===== src/ascl_defs.vh =====
// Constants for the active serial configuration loader.
// Assumes a 100 MHz system clock; included by bare name, definitions only.
// Contract
// - Power-on reset drives status and done low
// - Release status, configure once it reads high
// - User I/O floated with pull-ups until user
// - Link clock from own oscillator, 14-20 MHz
// - Change outputs on fall, sample on rise
// - Select flash low, command out, data in
// - Release done, initialize after it rises
// - Init clock internal 10 MHz or user clock
// - Count 136 init clocks before user mode
// - Init-done low when enabled, released at end
// - User mode removes pull-ups, enables I/O
// - Frame error drives status low, done low
// - Auto restart pulses select, waits 30 us
// - Reload low resets lines, floats I/O
// - Chain enable out low after own data
// - Hold shared done low until own data
// - Any error restarts chain within 40 us; here only with autoRestartEn set, else status held low until reload
`ifndef ASCL_DEFS_VH
`define ASCL_DEFS_VH

// Clock and derived rates
`define ASCL_CLK_MHZ 100
`define ASCL_LINK_MHZ 17
`define ASCL_LINK_HALF ((`ASCL_CLK_MHZ + 2 * `ASCL_LINK_MHZ - 1) / (2 * `ASCL_LINK_MHZ))
`define ASCL_INIT_MHZ 10
`define ASCL_INIT_DIV (`ASCL_CLK_MHZ / `ASCL_INIT_MHZ)

// Timing
`define ASCL_POR_MS 100
`define ASCL_RESTART_US 30
`define ASCL_RESTART_CYC (`ASCL_RESTART_US * `ASCL_CLK_MHZ)
`define ASCL_INIT_CLKS 136

// Link and stream format
`define ASCL_SCHEME_AS 2'h0
`define ASCL_READ_CMD 8'h03
`define ASCL_START_ADDR 24'h000000
`define ASCL_CMD_BITS 32
`define ASCL_FRAME_BITS 16
`define ASCL_OWN_BITS 4096
`define ASCL_TOTAL_BITS 8192

// Data path buffer
`define ASCL_BYTE_W 8
`define ASCL_FIFO_DEPTH 4

`endif


===== src/ascl_loader.v =====
// Active serial configuration loader: masters the serial flash link,
// tracks the shared status and done lines, and runs initialization.
// Assumes straps and pins are asynchronous; open-drain lines are pulled up outside.
`timescale 1ns/1ps
`include "ascl_defs.vh"
module ascl_loader #(
  parameter POR_CYCLES = `ASCL_POR_MS * 1000 * `ASCL_CLK_MHZ,
  parameter OWN_BITS = `ASCL_OWN_BITS,
  parameter TOTAL_BITS = `ASCL_TOTAL_BITS
) (
  // Clock and reset
  input wire clk,
  input wire rst_n,
  // Board straps and host request
  input wire [1:0] schemeSelect,
  input wire chainEnableInN,
  input wire reloadRequestN,
  // Options
  input wire autoRestartEn,
  input wire userStartupClockEn,
  input wire userStartupClock,
  // Open-drain status line
  input wire configStatusNIn,
  output wire configStatusNOut,
  output wire configStatusNOe,
  // Open-drain done line
  input wire loadCompleteIn,
  output wire loadCompleteOut,
  output wire loadCompleteOe,
  // Open-drain init-done pin
  output wire initDoneOut,
  output wire initDoneOe,
  // Flash link
  output wire serialLinkClock,
  output wire flashSelectOutN,
  output wire flashCommandOut,
  input wire serialDataIn,
  // Chain
  output wire chainEnableOutN,
  // User I/O control
  output wire userIoFloat,
  output wire userIoPullupEn,
  output wire userMode,
  // Configuration bytes
  output wire [7:0] configByte,
  output wire configByteValid,
  input wire configByteReady
);

  localparam ST_POR = 4'h0;
  localparam ST_WAIT = 4'h1;
  localparam ST_CMD = 4'h2;
  localparam ST_DATA = 4'h3;
  localparam ST_DONE = 4'h4;
  localparam ST_INIT = 4'h5;
  localparam ST_USER = 4'h6;
  localparam ST_ERR = 4'h7;
  localparam ST_RELOAD = 4'h8;

  reg [3:0] state_q;
  reg [23:0] porCnt_q;
  reg [11:0] errCnt_q;
  reg [1:0] linkPhase_q;
  reg linkClk_q;
  reg csN_q;
  reg [31:0] cmdShift_q;
  reg [5:0] cmdCnt_q;
  reg [23:0] bitCnt_q;
  reg [7:0] byteShift_q;
  reg [2:0] byteCnt_q;
  reg pushValid_q;
  reg [7:0] pushData_q;
  reg [3:0] frameCnt_q;
  reg parity_q;
  reg ownDone_q;
  reg initDoneEn_q;
  reg [3:0] initDiv_q;
  reg [7:0] initCnt_q;
  reg usrClkPrev_q;

  wire [7:0] asyncIn;
  wire [7:0] syncd;
  wire [1:0] sScheme;
  wire sCeInN;
  wire sReloadN;
  wire sStatusN;
  wire sDone;
  wire sData;
  wire sUsrClk;
  wire fifoInReady;
  wire linkActive;
  wire phaseEnd;
  wire linkRise;
  wire linkFall;
  wire intTick;
  wire usrRise;
  wire initTick;
  wire ownBit;
  wire frameBad;
  wire isMaster;

  // Every strap, request, shared-line, flash data and user-clock input passes two flip-flops before any logic reads it
  assign asyncIn = {schemeSelect, chainEnableInN, reloadRequestN, configStatusNIn,
                    loadCompleteIn, serialDataIn, userStartupClock};
  genvar i;
  generate
    for (i = 0; i < 8; i = i + 1)
    begin : gSync
      reg meta_q;
      reg stable_q;
      always @(posedge clk)
      begin
        meta_q <= asyncIn[i];
        stable_q <= meta_q;
      end
      assign syncd[i] = stable_q;
    end
  endgenerate

  assign sScheme = syncd[7:6];
  assign sCeInN = syncd[5];
  assign sReloadN = syncd[4];
  assign sStatusN = syncd[3];
  assign sDone = syncd[2];
  assign sData = syncd[1];
  assign sUsrClk = syncd[0];

  // Only the strapped first device masters the flash
  assign isMaster = (sScheme == `ASCL_SCHEME_AS) && !sCeInN;

  // Link clock divider; it pauses while the buffer is full, which the flash tolerates
  assign linkActive = ((state_q == ST_CMD) || (state_q == ST_DATA)) && fifoInReady;
  assign phaseEnd = (linkPhase_q == (`ASCL_LINK_HALF - 1));
  assign linkRise = linkActive && phaseEnd && !linkClk_q;
  assign linkFall = linkActive && phaseEnd && linkClk_q;

  always @(posedge clk)
  begin
    if (!rst_n || !sStatusN || !sReloadN || (linkRise && ownBit && frameBad) ||
        !((state_q == ST_CMD) || (state_q == ST_DATA))) // Abort drops the clock in the same edge as the select
    begin
      linkPhase_q <= 2'h0;
      linkClk_q <= 1'b0;
    end
    else if (linkActive)
    begin
      if (phaseEnd)
      begin
        linkPhase_q <= 2'h0;
        linkClk_q <= ~linkClk_q;
      end
      else
        linkPhase_q <= linkPhase_q + 2'h1;
    end
  end
  // Initialization clock: internal divider or edges of the user clock
  assign intTick = (initDiv_q == (`ASCL_INIT_DIV - 1));
  assign usrRise = sUsrClk && !usrClkPrev_q;
  assign initTick = userStartupClockEn ? usrRise : intTick;

  always @(posedge clk)
  begin
    if (!rst_n)
    begin
      initDiv_q <= 4'h0;
      usrClkPrev_q <= 1'b0;
    end
    else
    begin
      usrClkPrev_q <= sUsrClk;
      initDiv_q <= intTick ? 4'h0 : initDiv_q + 4'h1;
    end
  end

  // Received bit belongs to this device while below its own length
  assign ownBit = (bitCnt_q < OWN_BITS);
  assign frameBad = (frameCnt_q == (`ASCL_FRAME_BITS - 1)) && (parity_q ^ sData);

  // Main sequencer
  always @(posedge clk)
  begin
    if (!rst_n)
    begin
      state_q <= ST_POR;
      porCnt_q <= 24'h000000;
      errCnt_q <= 12'h000;
      csN_q <= 1'b1;
      cmdShift_q <= 32'h00000000;
      cmdCnt_q <= 6'h00;
      bitCnt_q <= 24'h000000;
      ownDone_q <= 1'b0;
      initDoneEn_q <= 1'b0;
      initCnt_q <= 8'h00;
    end
    else if (!sReloadN && (state_q != ST_POR) && (state_q != ST_RELOAD))
    begin
      // Reload request wins from any state after power-on
      state_q <= ST_RELOAD;
      csN_q <= 1'b1;
      ownDone_q <= 1'b0;
      initDoneEn_q <= 1'b0;
    end
    else
    begin
      case (state_q)
        ST_POR:
        begin
          if (porCnt_q == POR_CYCLES[23:0] - 24'h1)
            state_q <= ST_WAIT;
          else
            porCnt_q <= porCnt_q + 24'h1;
        end
        ST_WAIT:
        begin
          // Status released; start only once the shared line reads high
          if (sStatusN && isMaster)
          begin
            state_q <= ST_CMD;
            csN_q <= 1'b0;
            cmdShift_q <= {`ASCL_READ_CMD, `ASCL_START_ADDR};
            cmdCnt_q <= 6'h00;
            bitCnt_q <= 24'h000000;
            ownDone_q <= 1'b0;
            initDoneEn_q <= 1'b0;
          end
        end
        ST_CMD:
        begin
          if (!sStatusN)
          begin
            state_q <= ST_ERR;
            csN_q <= 1'b1;
            errCnt_q <= 12'h000;
          end
          else if (linkRise)
            cmdCnt_q <= cmdCnt_q + 6'h1;
          else if (linkFall)
          begin
            // Command shifts on the falling edge; data follows the last one
            cmdShift_q <= {cmdShift_q[30:0], 1'b0};
            if (cmdCnt_q == `ASCL_CMD_BITS)
              state_q <= ST_DATA;
          end
        end
        ST_DATA:
        begin
          if (!sStatusN || (linkRise && ownBit && frameBad))
          begin
            state_q <= ST_ERR;
            csN_q <= 1'b1;
            errCnt_q <= 12'h000;
            ownDone_q <= 1'b0;
          end
          else if (linkRise)
          begin
            // Sample on the rising edge; option bit is first of first frame
            bitCnt_q <= bitCnt_q + 24'h1;
            if (bitCnt_q == 24'h000000)
              initDoneEn_q <= sData;
            if (bitCnt_q == OWN_BITS[23:0] - 24'h1)
              ownDone_q <= 1'b1;
          end
          else if (linkFall && (bitCnt_q == TOTAL_BITS[23:0]))
          begin
            // Whole chain stream read in one burst, then deselect
            csN_q <= 1'b1;
            state_q <= ST_DONE;
          end
        end
        ST_DONE:
        begin
          if (!sStatusN)
          begin
            state_q <= ST_ERR;
            errCnt_q <= 12'h000;
            ownDone_q <= 1'b0;
          end
          else if (sDone)
          begin
            state_q <= ST_INIT;
            initCnt_q <= 8'h00;
          end
        end
        ST_INIT:
        begin
          if (initTick)
          begin
            if (initCnt_q == `ASCL_INIT_CLKS - 1)
              state_q <= ST_USER;
            else
              initCnt_q <= initCnt_q + 8'h01;
          end
        end
        ST_USER:
        begin
          state_q <= ST_USER;
        end
        ST_ERR:
        begin
          // Select stays high through the timeout, giving the flash its reset pulse
          if (errCnt_q != `ASCL_RESTART_CYC - 1)
            errCnt_q <= errCnt_q + 12'h001;
          else if (autoRestartEn)
            state_q <= ST_WAIT;
        end
        ST_RELOAD:
        begin
          if (sReloadN)
            state_q <= ST_WAIT;
        end
        default:
        begin
          state_q <= ST_POR;
        end
      endcase
    end
  end

  // Byte assembly and frame parity over this device's own bits
  always @(posedge clk)
  begin
    if (!rst_n || (state_q != ST_DATA))
    begin
      byteShift_q <= 8'h00;
      byteCnt_q <= 3'h0;
      pushValid_q <= 1'b0;
      pushData_q <= 8'h00;
      frameCnt_q <= 4'h0;
      parity_q <= 1'b0;
    end
    else
    begin
      pushValid_q <= 1'b0;
      if (linkRise && ownBit)
      begin
        byteShift_q <= {byteShift_q[6:0], sData};
        byteCnt_q <= byteCnt_q + 3'h1;
        if (byteCnt_q == 3'h7)
        begin
          pushValid_q <= 1'b1;
          pushData_q <= {byteShift_q[6:0], sData};
        end
        frameCnt_q <= frameCnt_q + 4'h1;
        parity_q <= (frameCnt_q == (`ASCL_FRAME_BITS - 1)) ? 1'b0 : (parity_q ^ sData);
      end
    end
  end

  // Buffer between the link and the loader; full stalls the link clock
  ascl_fifo #(
    .WIDTH(`ASCL_BYTE_W),
    .DEPTH(`ASCL_FIFO_DEPTH),
    .AW(2)
  ) uFifo (
    .clk(clk),
    .rst_n(rst_n),
    .inValid(pushValid_q),
    .inReady(fifoInReady),
    .inData(pushData_q),
    .outValid(configByteValid),
    .outReady(configByteReady),
    .outData(configByte)
  );

  // Open-drain lines only ever pull low
  assign configStatusNOut = 1'b0;
  assign loadCompleteOut = 1'b0;
  assign initDoneOut = 1'b0;
  assign configStatusNOe = (state_q == ST_POR) || (state_q == ST_ERR) || (state_q == ST_RELOAD);
  assign loadCompleteOe = !ownDone_q;
  assign initDoneOe = initDoneEn_q && (state_q != ST_USER);

  // Flash link pins
  assign serialLinkClock = linkClk_q;
  assign flashSelectOutN = csN_q;
  assign flashCommandOut = cmdShift_q[31];
  assign chainEnableOutN = !ownDone_q;

  // User I/O float with pull-ups until user mode
  assign userMode = (state_q == ST_USER);
  assign userIoFloat = !userMode;
  assign userIoPullupEn = !userMode;

endmodule // ascl_loader


===== src/ascl_fifo.v =====
// Small synchronous FIFO between the bit assembler and the loader output.
// Assumes both sides run on clk; depth is a power of two.
`timescale 1ns/1ps
module ascl_fifo #(
  parameter WIDTH = 8,
  parameter DEPTH = 4,
  parameter AW = 2
) (
  // Clock and reset
  input wire clk,
  input wire rst_n,
  // Fill side
  input wire inValid,
  output wire inReady,
  input wire [WIDTH-1:0] inData,
  // Drain side
  output wire outValid,
  input wire outReady,
  output wire [WIDTH-1:0] outData
);

  reg [WIDTH-1:0] mem_q [0:DEPTH-1];
  reg [AW-1:0] wrPtr_q;
  reg [AW-1:0] rdPtr_q;
  reg [AW:0] count_q;
  wire push;
  wire pop;

  // Honest flags straight from the occupancy count
  assign inReady = (count_q != DEPTH[AW:0]);
  assign outValid = (count_q != {(AW+1){1'b0}});
  assign push = inValid & inReady;
  assign pop = outValid & outReady;
  assign outData = mem_q[rdPtr_q];

  // Storage write
  always @(posedge clk)
  begin
    if (push)
      mem_q[wrPtr_q] <= inData;
  end

  // Pointers and count
  always @(posedge clk)
  begin
    if (!rst_n)
    begin
      wrPtr_q <= {AW{1'b0}};
      rdPtr_q <= {AW{1'b0}};
      count_q <= {(AW+1){1'b0}};
    end
    else
    begin
      if (push)
        wrPtr_q <= wrPtr_q + 1'b1;
      if (pop)
        rdPtr_q <= rdPtr_q + 1'b1;
      if (push && !pop)
        count_q <= count_q + 1'b1;
      else if (pop && !push)
        count_q <= count_q - 1'b1;
    end
  end

endmodule // ascl_fifo


===== config.mk =====
export PLATFORM = sky130hd
export DESIGN_NAME = ascl_loader
export DESIGN_NICKNAME = d
export VERILOG_FILES = /design/src/ascl_loader.v /design/src/ascl_fifo.v
export VERILOG_INCLUDE_DIRS = /design/src
export SDC_FILE = /design/constraint.sdc
export NUM_CORES = 1
export LEC_CHECK = 0
export BUFFER_PORTS_ARGS = -buffer_cell sky130_fd_sc_hd__buf_2
export CAP_MARGIN = 0
export CELL_PAD_IN_SITES_DETAIL_PLACEMENT = 1
export CELL_PAD_IN_SITES_GLOBAL_PLACEMENT = 1
export CORE_AREA = 2 2 140 142
export DETAILED_ROUTE_END_ITERATION = 8
export DIE_AREA = 0 0 142 144
export HOLD_SLACK_MARGIN = 0.05
export PLACE_DENSITY_LB_ADDON = 0.1
export SYNTH_ARGS = -nofsm -noshare
export SYNTH_HDL_FRONTEND = slang
export SYNTH_SLANG_ARGS = --single-unit

===== constraint.sdc =====
create_clock -name clk -period 2.75 [get_ports clk]
set_input_delay 0.1375 -clock clk [delete_from_list [all_inputs] [get_ports clk]]
set_output_delay 0.1375 -clock clk [all_outputs]
set_load 0.02 [all_outputs]

Word-level counts from Yosys, hierarchy flattened
Memories as Yosys holds them, arrays and structs flattened. A register that Yosys moved wholly into a read port is not among the register bits.
Index checks and enable logic that the tools add are counted.
Operators by class
  add/sub/neg operators: 13
  $lt $le $gt $ge: 1
  bitwise gates (word level): 8
  equal/unequal tests: 65
  muxes and demuxes: 65
  reductions and logical operators: 65
Operators with widths (number)
  32-bit 2-to-1 mux: 4
  24-bit 2-to-1 mux: 3
  4-bit 2-to-1 mux: 17
  32-bit case mux with 2 select lines: 1
  24-bit by 1-bit adder with 24-bit output (second input constant): 2
  24-bit case mux with 2 select lines: 1
  2-bit inequality test (second input constant): 20
  12-bit 2-to-1 mux: 3
  12-bit case mux with 3 select lines: 1
  4-bit case mux with 9 select lines: 1
  3-bit inequality test (second input constant): 11
  8-bit 2-to-1 mux: 4
  5-bit AND reduction: 6
  13-bit AND reduction: 2
  24-bit by 12-bit == test with 1-bit output (second input constant): 1
  24-bit by 14-bit == test with 1-bit output (second input constant): 1
  24-bit == test (second input constant): 1
  24-bit zero test: 1
  24-bit by 13-bit less-than comparator with 1-bit output (second input constant): 1
  6-bit 2-to-1 mux: 3
  1-bit 2-to-1 mux: 17
  4-bit by 3-bit == test with 1-bit output (second input constant): 4
  1-bit logical AND: 16
  8-bit case mux with 2 select lines: 1
  other kinds (41): 95
Storage, ports and cells
  output and inout port bits: 22
  memories kept: 1
  logic and storage cells: 258
  flip-flop bits (word level): 168
  memory bits (writable): 32
Memory list
  uFifo.mem_q: depth 4, width 8, rd ports 1, clocked after Yosys merged registers in 1, write ports 1, RTL line ascl_fifo.v:22  | reg [WIDTH-1:0] mem_q [0:DEPTH-1];

Longest topological paths before layout
  depth in word-level cells: 11
  gate-level depth with buffers: 9

Modules after synthesis
From an unflattened synthesis, not the netlist that was laid out.
Unflattened totals
  cells, all modules: 839
  area total of the unflattened synthesis: 8159.1 um2
By module, submodules not included
  ascl_loader: area an instance 6502.5 um2, cells each 749, instances 1
  ascl_fifo: area an instance 1656.6 um2, cells each 90, instances 1

Worst setup path before layout
Ideal clock, no wire load.
  path type: flip-flop to flip-flop
  start point: register state_q[1]
  end point: register errCnt_q[7]
  stages on the path, launching flop included: 8
  setup time: 0.071 ns
  setup slack: 0.136 ns
  arrival: 2.543 ns
  buffers on the path: 1
  cells stage by stage: dfxtp_1 or3b_4 or4_1 buf_2 o31ai_4 o211ai_2 or4_1 a21oi_1
Between the ends
  cells in the longest elaborated chain, start to end: 10
RTL lines
  from (decl): RTL line ascl_loader.v:60  | reg [3:0] state_q;
  from (signal assigned): RTL line ascl_loader.v:184  | state_q <= ST_POR;
  from (signal assigned): RTL line ascl_loader.v:198  | state_q <= ST_RELOAD;
  from (signal assigned): RTL line ascl_loader.v:209  | state_q <= ST_WAIT;
  4-bit by 2-bit == test with 1-bit output: RTL line ascl_loader.v:132, ascl_loader.v:205
  1-bit logical OR: RTL line ascl_loader.v:132  | assign linkActive = ((state_q == ST_CMD) || (state_q == ST_DATA)) && fifoInReady;
  1-bit logical AND: RTL line ascl_loader.v:132
  1-bit logical AND (2 in series): RTL line ascl_loader.v:134  | assign linkRise = linkActive && phaseEnd && !linkClk_q;
  1-bit logical AND (2 in series): RTL line ascl_loader.v:247  | if (!sStatusN || (linkRise && ownBit && frameBad))
  1-bit logical OR: RTL line ascl_loader.v:247
  2-bit by 1-bit inequality test with 1-bit output (no line)
  5-bit AND reduction (no line)
  to (signal assigned): RTL line ascl_loader.v:302  | errCnt_q <= errCnt_q + 12'h001;
  to (decl): RTL line ascl_loader.v:62  | reg [11:0] errCnt_q;
Several ways; a longest one is shown, not always the timed one.
A chain may end at the register's enable or synchronous reset.

Worst setup path in the final report
Same ends and word-level chain as after synthesis.

==> impl_metrics.ini <==
[pwr]
switchingPower_mw = 1.22
intPower_mw = 3.92
combPwrFrac_pct = 1.9
pwr-share-seq_pct = 52.1
p_per_area_mw_per_mm2 = 555
power.leakage_nw = 3.05
fin_total_pwr_mw = 5.14
ir_drop_v = 0.000434
switching_share_pct = 23.8
clkPwrFrac_pct = 46.0

[synth]
synth-main-ff-cell = dfxtp_1
yosysUniqueCellTypes = 66
synth_area_sq_mm = 0.00807
syn_area_per_cell_sq_um = 9.49
synth_cells = 850
synth_top_area_share_pct = 36.2
synthSimpleGateAreaFrac_pct = 24.1
yosys_warnings = 0
synthAdderAreaFrac_pct = 2.89
synth_commonest_cells = 146 x dfxtp_1, 96 x nand2_1, 48 x nor2_1, 47 x nand3_1, 46 x a21oi_1
synth-seq-area-share_pct = 48.1
synth_mux_area_share_pct = 3.63
synth-xor-area-share_pct = 4.23
ys_ff_latch = 178
synth.area.top_cells = dfxtp_1 36%, edfxtp_1 12%, nand2_1 4.5%, xnor2_1 2.9%, nand3_1 2.9%
synth_top_family_by_area = simple AND/OR/NAND/NOR gates
synth-compound-area-share_pct = 13.6
async_reset_ff_share_pct = 0
yosysTopAreaCell = dfxtp_1
yosysMostFrequentCell = dfxtp_1
synth-edff-count = 32

[critical_path]
cp-end-kind = flip-flop
crit_top_cell = or4_1
path_cells = or3b_4 -> or4_1 -> o31ai_4 -> o211ai_2 -> or4_1 -> a21oi_1
slowest_delay_ns = 0.56
crit_type = reg2reg
crit_path_max_fanout = 8
critPathRequiredTime_ns = 3.11
cpMaxStageDelayCell = or4_1
start_kind = flip-flop
arrival_ns = 2.98
worstRegToRegCells = 6

[detailed_routing]
wl_mm = 19.0
drtIter0Drc = 251
drtPass1Iterations = 4
drt-vias-per-instance = 5.57
via_count = 6409
drc = 0
wl_per_cell_um = 16.5
antenna_left = 0

[floorplanning]
boundaryPins = 35
die_h_um = 144
core_sq_mm = 0.0191
start_util_pct = 42.3
dieArea_sq_mm = 0.0204
die_width_um = 142
rows = 51

[hold_path]
whs_path_depth = 2
worstHoldPathType = in2reg

[layout]
layout-drive-gt1-share_pct = 13.6
diodes = 0
instances_no_fill = 1150
syn2layout_area_growth_pct = 14.8
multi_input_area_sq_mm = 0.00393
final_nets = 930
register_area_sq_mm = 0.00388
fillers = 2151

[sta]
slew_headroom_pct = 50.6
skew_ns = 0.0110
rsz0062_at_grt = false
hold_slack_ns = 0.118
period_minus_slack_ns = 2.62
drv_slew = 0
max_clock_freq_mhz = 382
min_period_over_period_pct = 95.1
worst_slack_ns = 0.133
finalSetupTns_ns = 0
tightest_slew_ns = 0.739
hold_violations = 0
setup_viol = 0

[grt]
grt_max_degree = 62
grt_pass1_wl_mm = 32.1
grt_antenna_before_repair = 0
globalRouteOverflowTotal = 0
track_usage_pct = 19.5
grt_pass1_vias = 6522

[clock_tree]
clock_sinks = 178
path_clk_slew_ns = 0.07
root_buffer = clkbuf_16
clk_latency_ns = 0.43
clk_path_buf_depth = 2
cts_setup_buffers = 0
cts_htree_levels = 4
cts_buffers = 17
cts_tree = done

[placed_design]
place_ws_ns = 0.147
port_buffers = 31
hpwl_mm = 13.5
gp_congestion = 0.851
placed_cells = 1110

[outcome]
status = complete, no violations

[flow_run]
max-cap-violations = 0
==> repair_timing <==
action	CTS	global route
endpoints found under the setup margin	0	3
hold buffers	8	0
resized for setup	0	2
endpoints found under the hold margin	8	0
==> layer usage <==
metal | global-route usage, % | vias up | share of wire [%]
li1 | - | 3158 | -
met1 | 24.6 | 3146 | 48
met2 | 34.1 | 79 | 49
met3 | 3.64 | 26 | 2.4
met4 | 5.47 | 0 | 1.5
met5 | 0 | - | 0
==> power by group through the flow <==
stage               clock [mW]  combinational [mW]  sequential, mW
floorplan                    0              0.0635            2.73
global placement             0              0.0857            2.74
detailed placement           0              0.0907            2.74
CTS                       2.42              0.0998            2.68
global route              2.53               0.110            2.68
finish                    2.37              0.0977            2.68
==> through the flow <==
stage / util, % / area (sq um)
after floorplan: - / 8070
after global placement: 45.1 / 8600
after detailed placement: 45.1 / 8600
after CTS: 48.5 / 9260
after global routing: 48.5 / 9260
final: 48.5 / 9260
==> cell usage in the layout, fill, tap and decap left out, types with 11 or more instances in the layout <==
cell	synthesis	final
dfxtp_1	146	146
nand2_1	96	96
nor2_1	48	48
nand3_1	47	47
a21oi_1	46	46
edfxtp_1	32	32
buf_2	1	31
buf_4	5	31
and2_1	30	30
xnor2_1	27	27
o21ai_0	26	26
nand4_1	23	23
a21boi_0	23	23
inv_1	22	22
ha_1	17	17
clkbuf_16	0	17
nor2b_1	15	15
or3_1	15	15
nor3_1	12	12
nor4_1	13	12
xor2_1	12	12
or4_1	11	11
and3_1	11	11
==> registers in the layout (all words and copies together) (netlist names), 2 cells and up, named ones only <==
name,cells
uFifo.wrPtr_q,2
byteShift_q,7
porCnt_q,24
uFifo.mem_q,32
initDiv_q,4
bitCnt_q,24
initCnt_q,8
gSync.stable_q,8
state_q,4
uFifo.rdPtr_q,2
uFifo.count_q,3
pushData_q,8
errCnt_q,12
byteCnt_q,3
gSync.meta_q,8
frameCnt_q,4
cmdShift_q,8
cmdCnt_q,6
linkPhase_q,2
==> final cells by class <==
| type | instances | share of cell area (%) |
|---|---|---|
| clock buffer | 17 | 4.59 |
| multi-input combinational | 609 | 42.5 |
| timing repair buffer | 71 | 5.27 |
| inverter | 22 | 0.892 |
| clock inverter | 15 | 1.63 |
| tap | 238 | 3.22 |
| sequential | 178 | 41.9 |
==> worst max-delay path, delay by kind of cell (launching register included) <==
family | cells | cell delay, ns
AND/OR/NAND/NOR | 3 | 1.52
AO/OA/AOI/OAI | 3 | 0.70
flip-flops | 1 | 0.33
==> cells by family (layout without fill, tap and decap cells) <==
group,count (synthesis),count (layout)
DFF,178,178
AOI/OAI and AO/OA,163,163
adders and majority gates,18,18
xor gates and xnor gates,39,39
other,1,3
muxes,19,19
and+or+nand+nor,367,367
buffers and inverters,65,125
==> final timing paths <==
kind / start / endpoint / slack (ns)
min: rst_n / errCnt_q[2]$_SDFFE_PN0P_ / 0.12
max: state_q[1]$_SDFFE_PP0P_ / errCnt_q[7]$_SDFFE_PN0P_ / 0.13
max reg2reg: state_q[1]$_SDFFE_PP0P_ / errCnt_q[7]$_SDFFE_PN0P_ / 0.13
min reg2reg: gSync[6].meta_q$_DFF_P_ / gSync[6].stable_q$_DFF_P_ / 0.33
No activity file was read; power rests on OpenSTA's default activity.
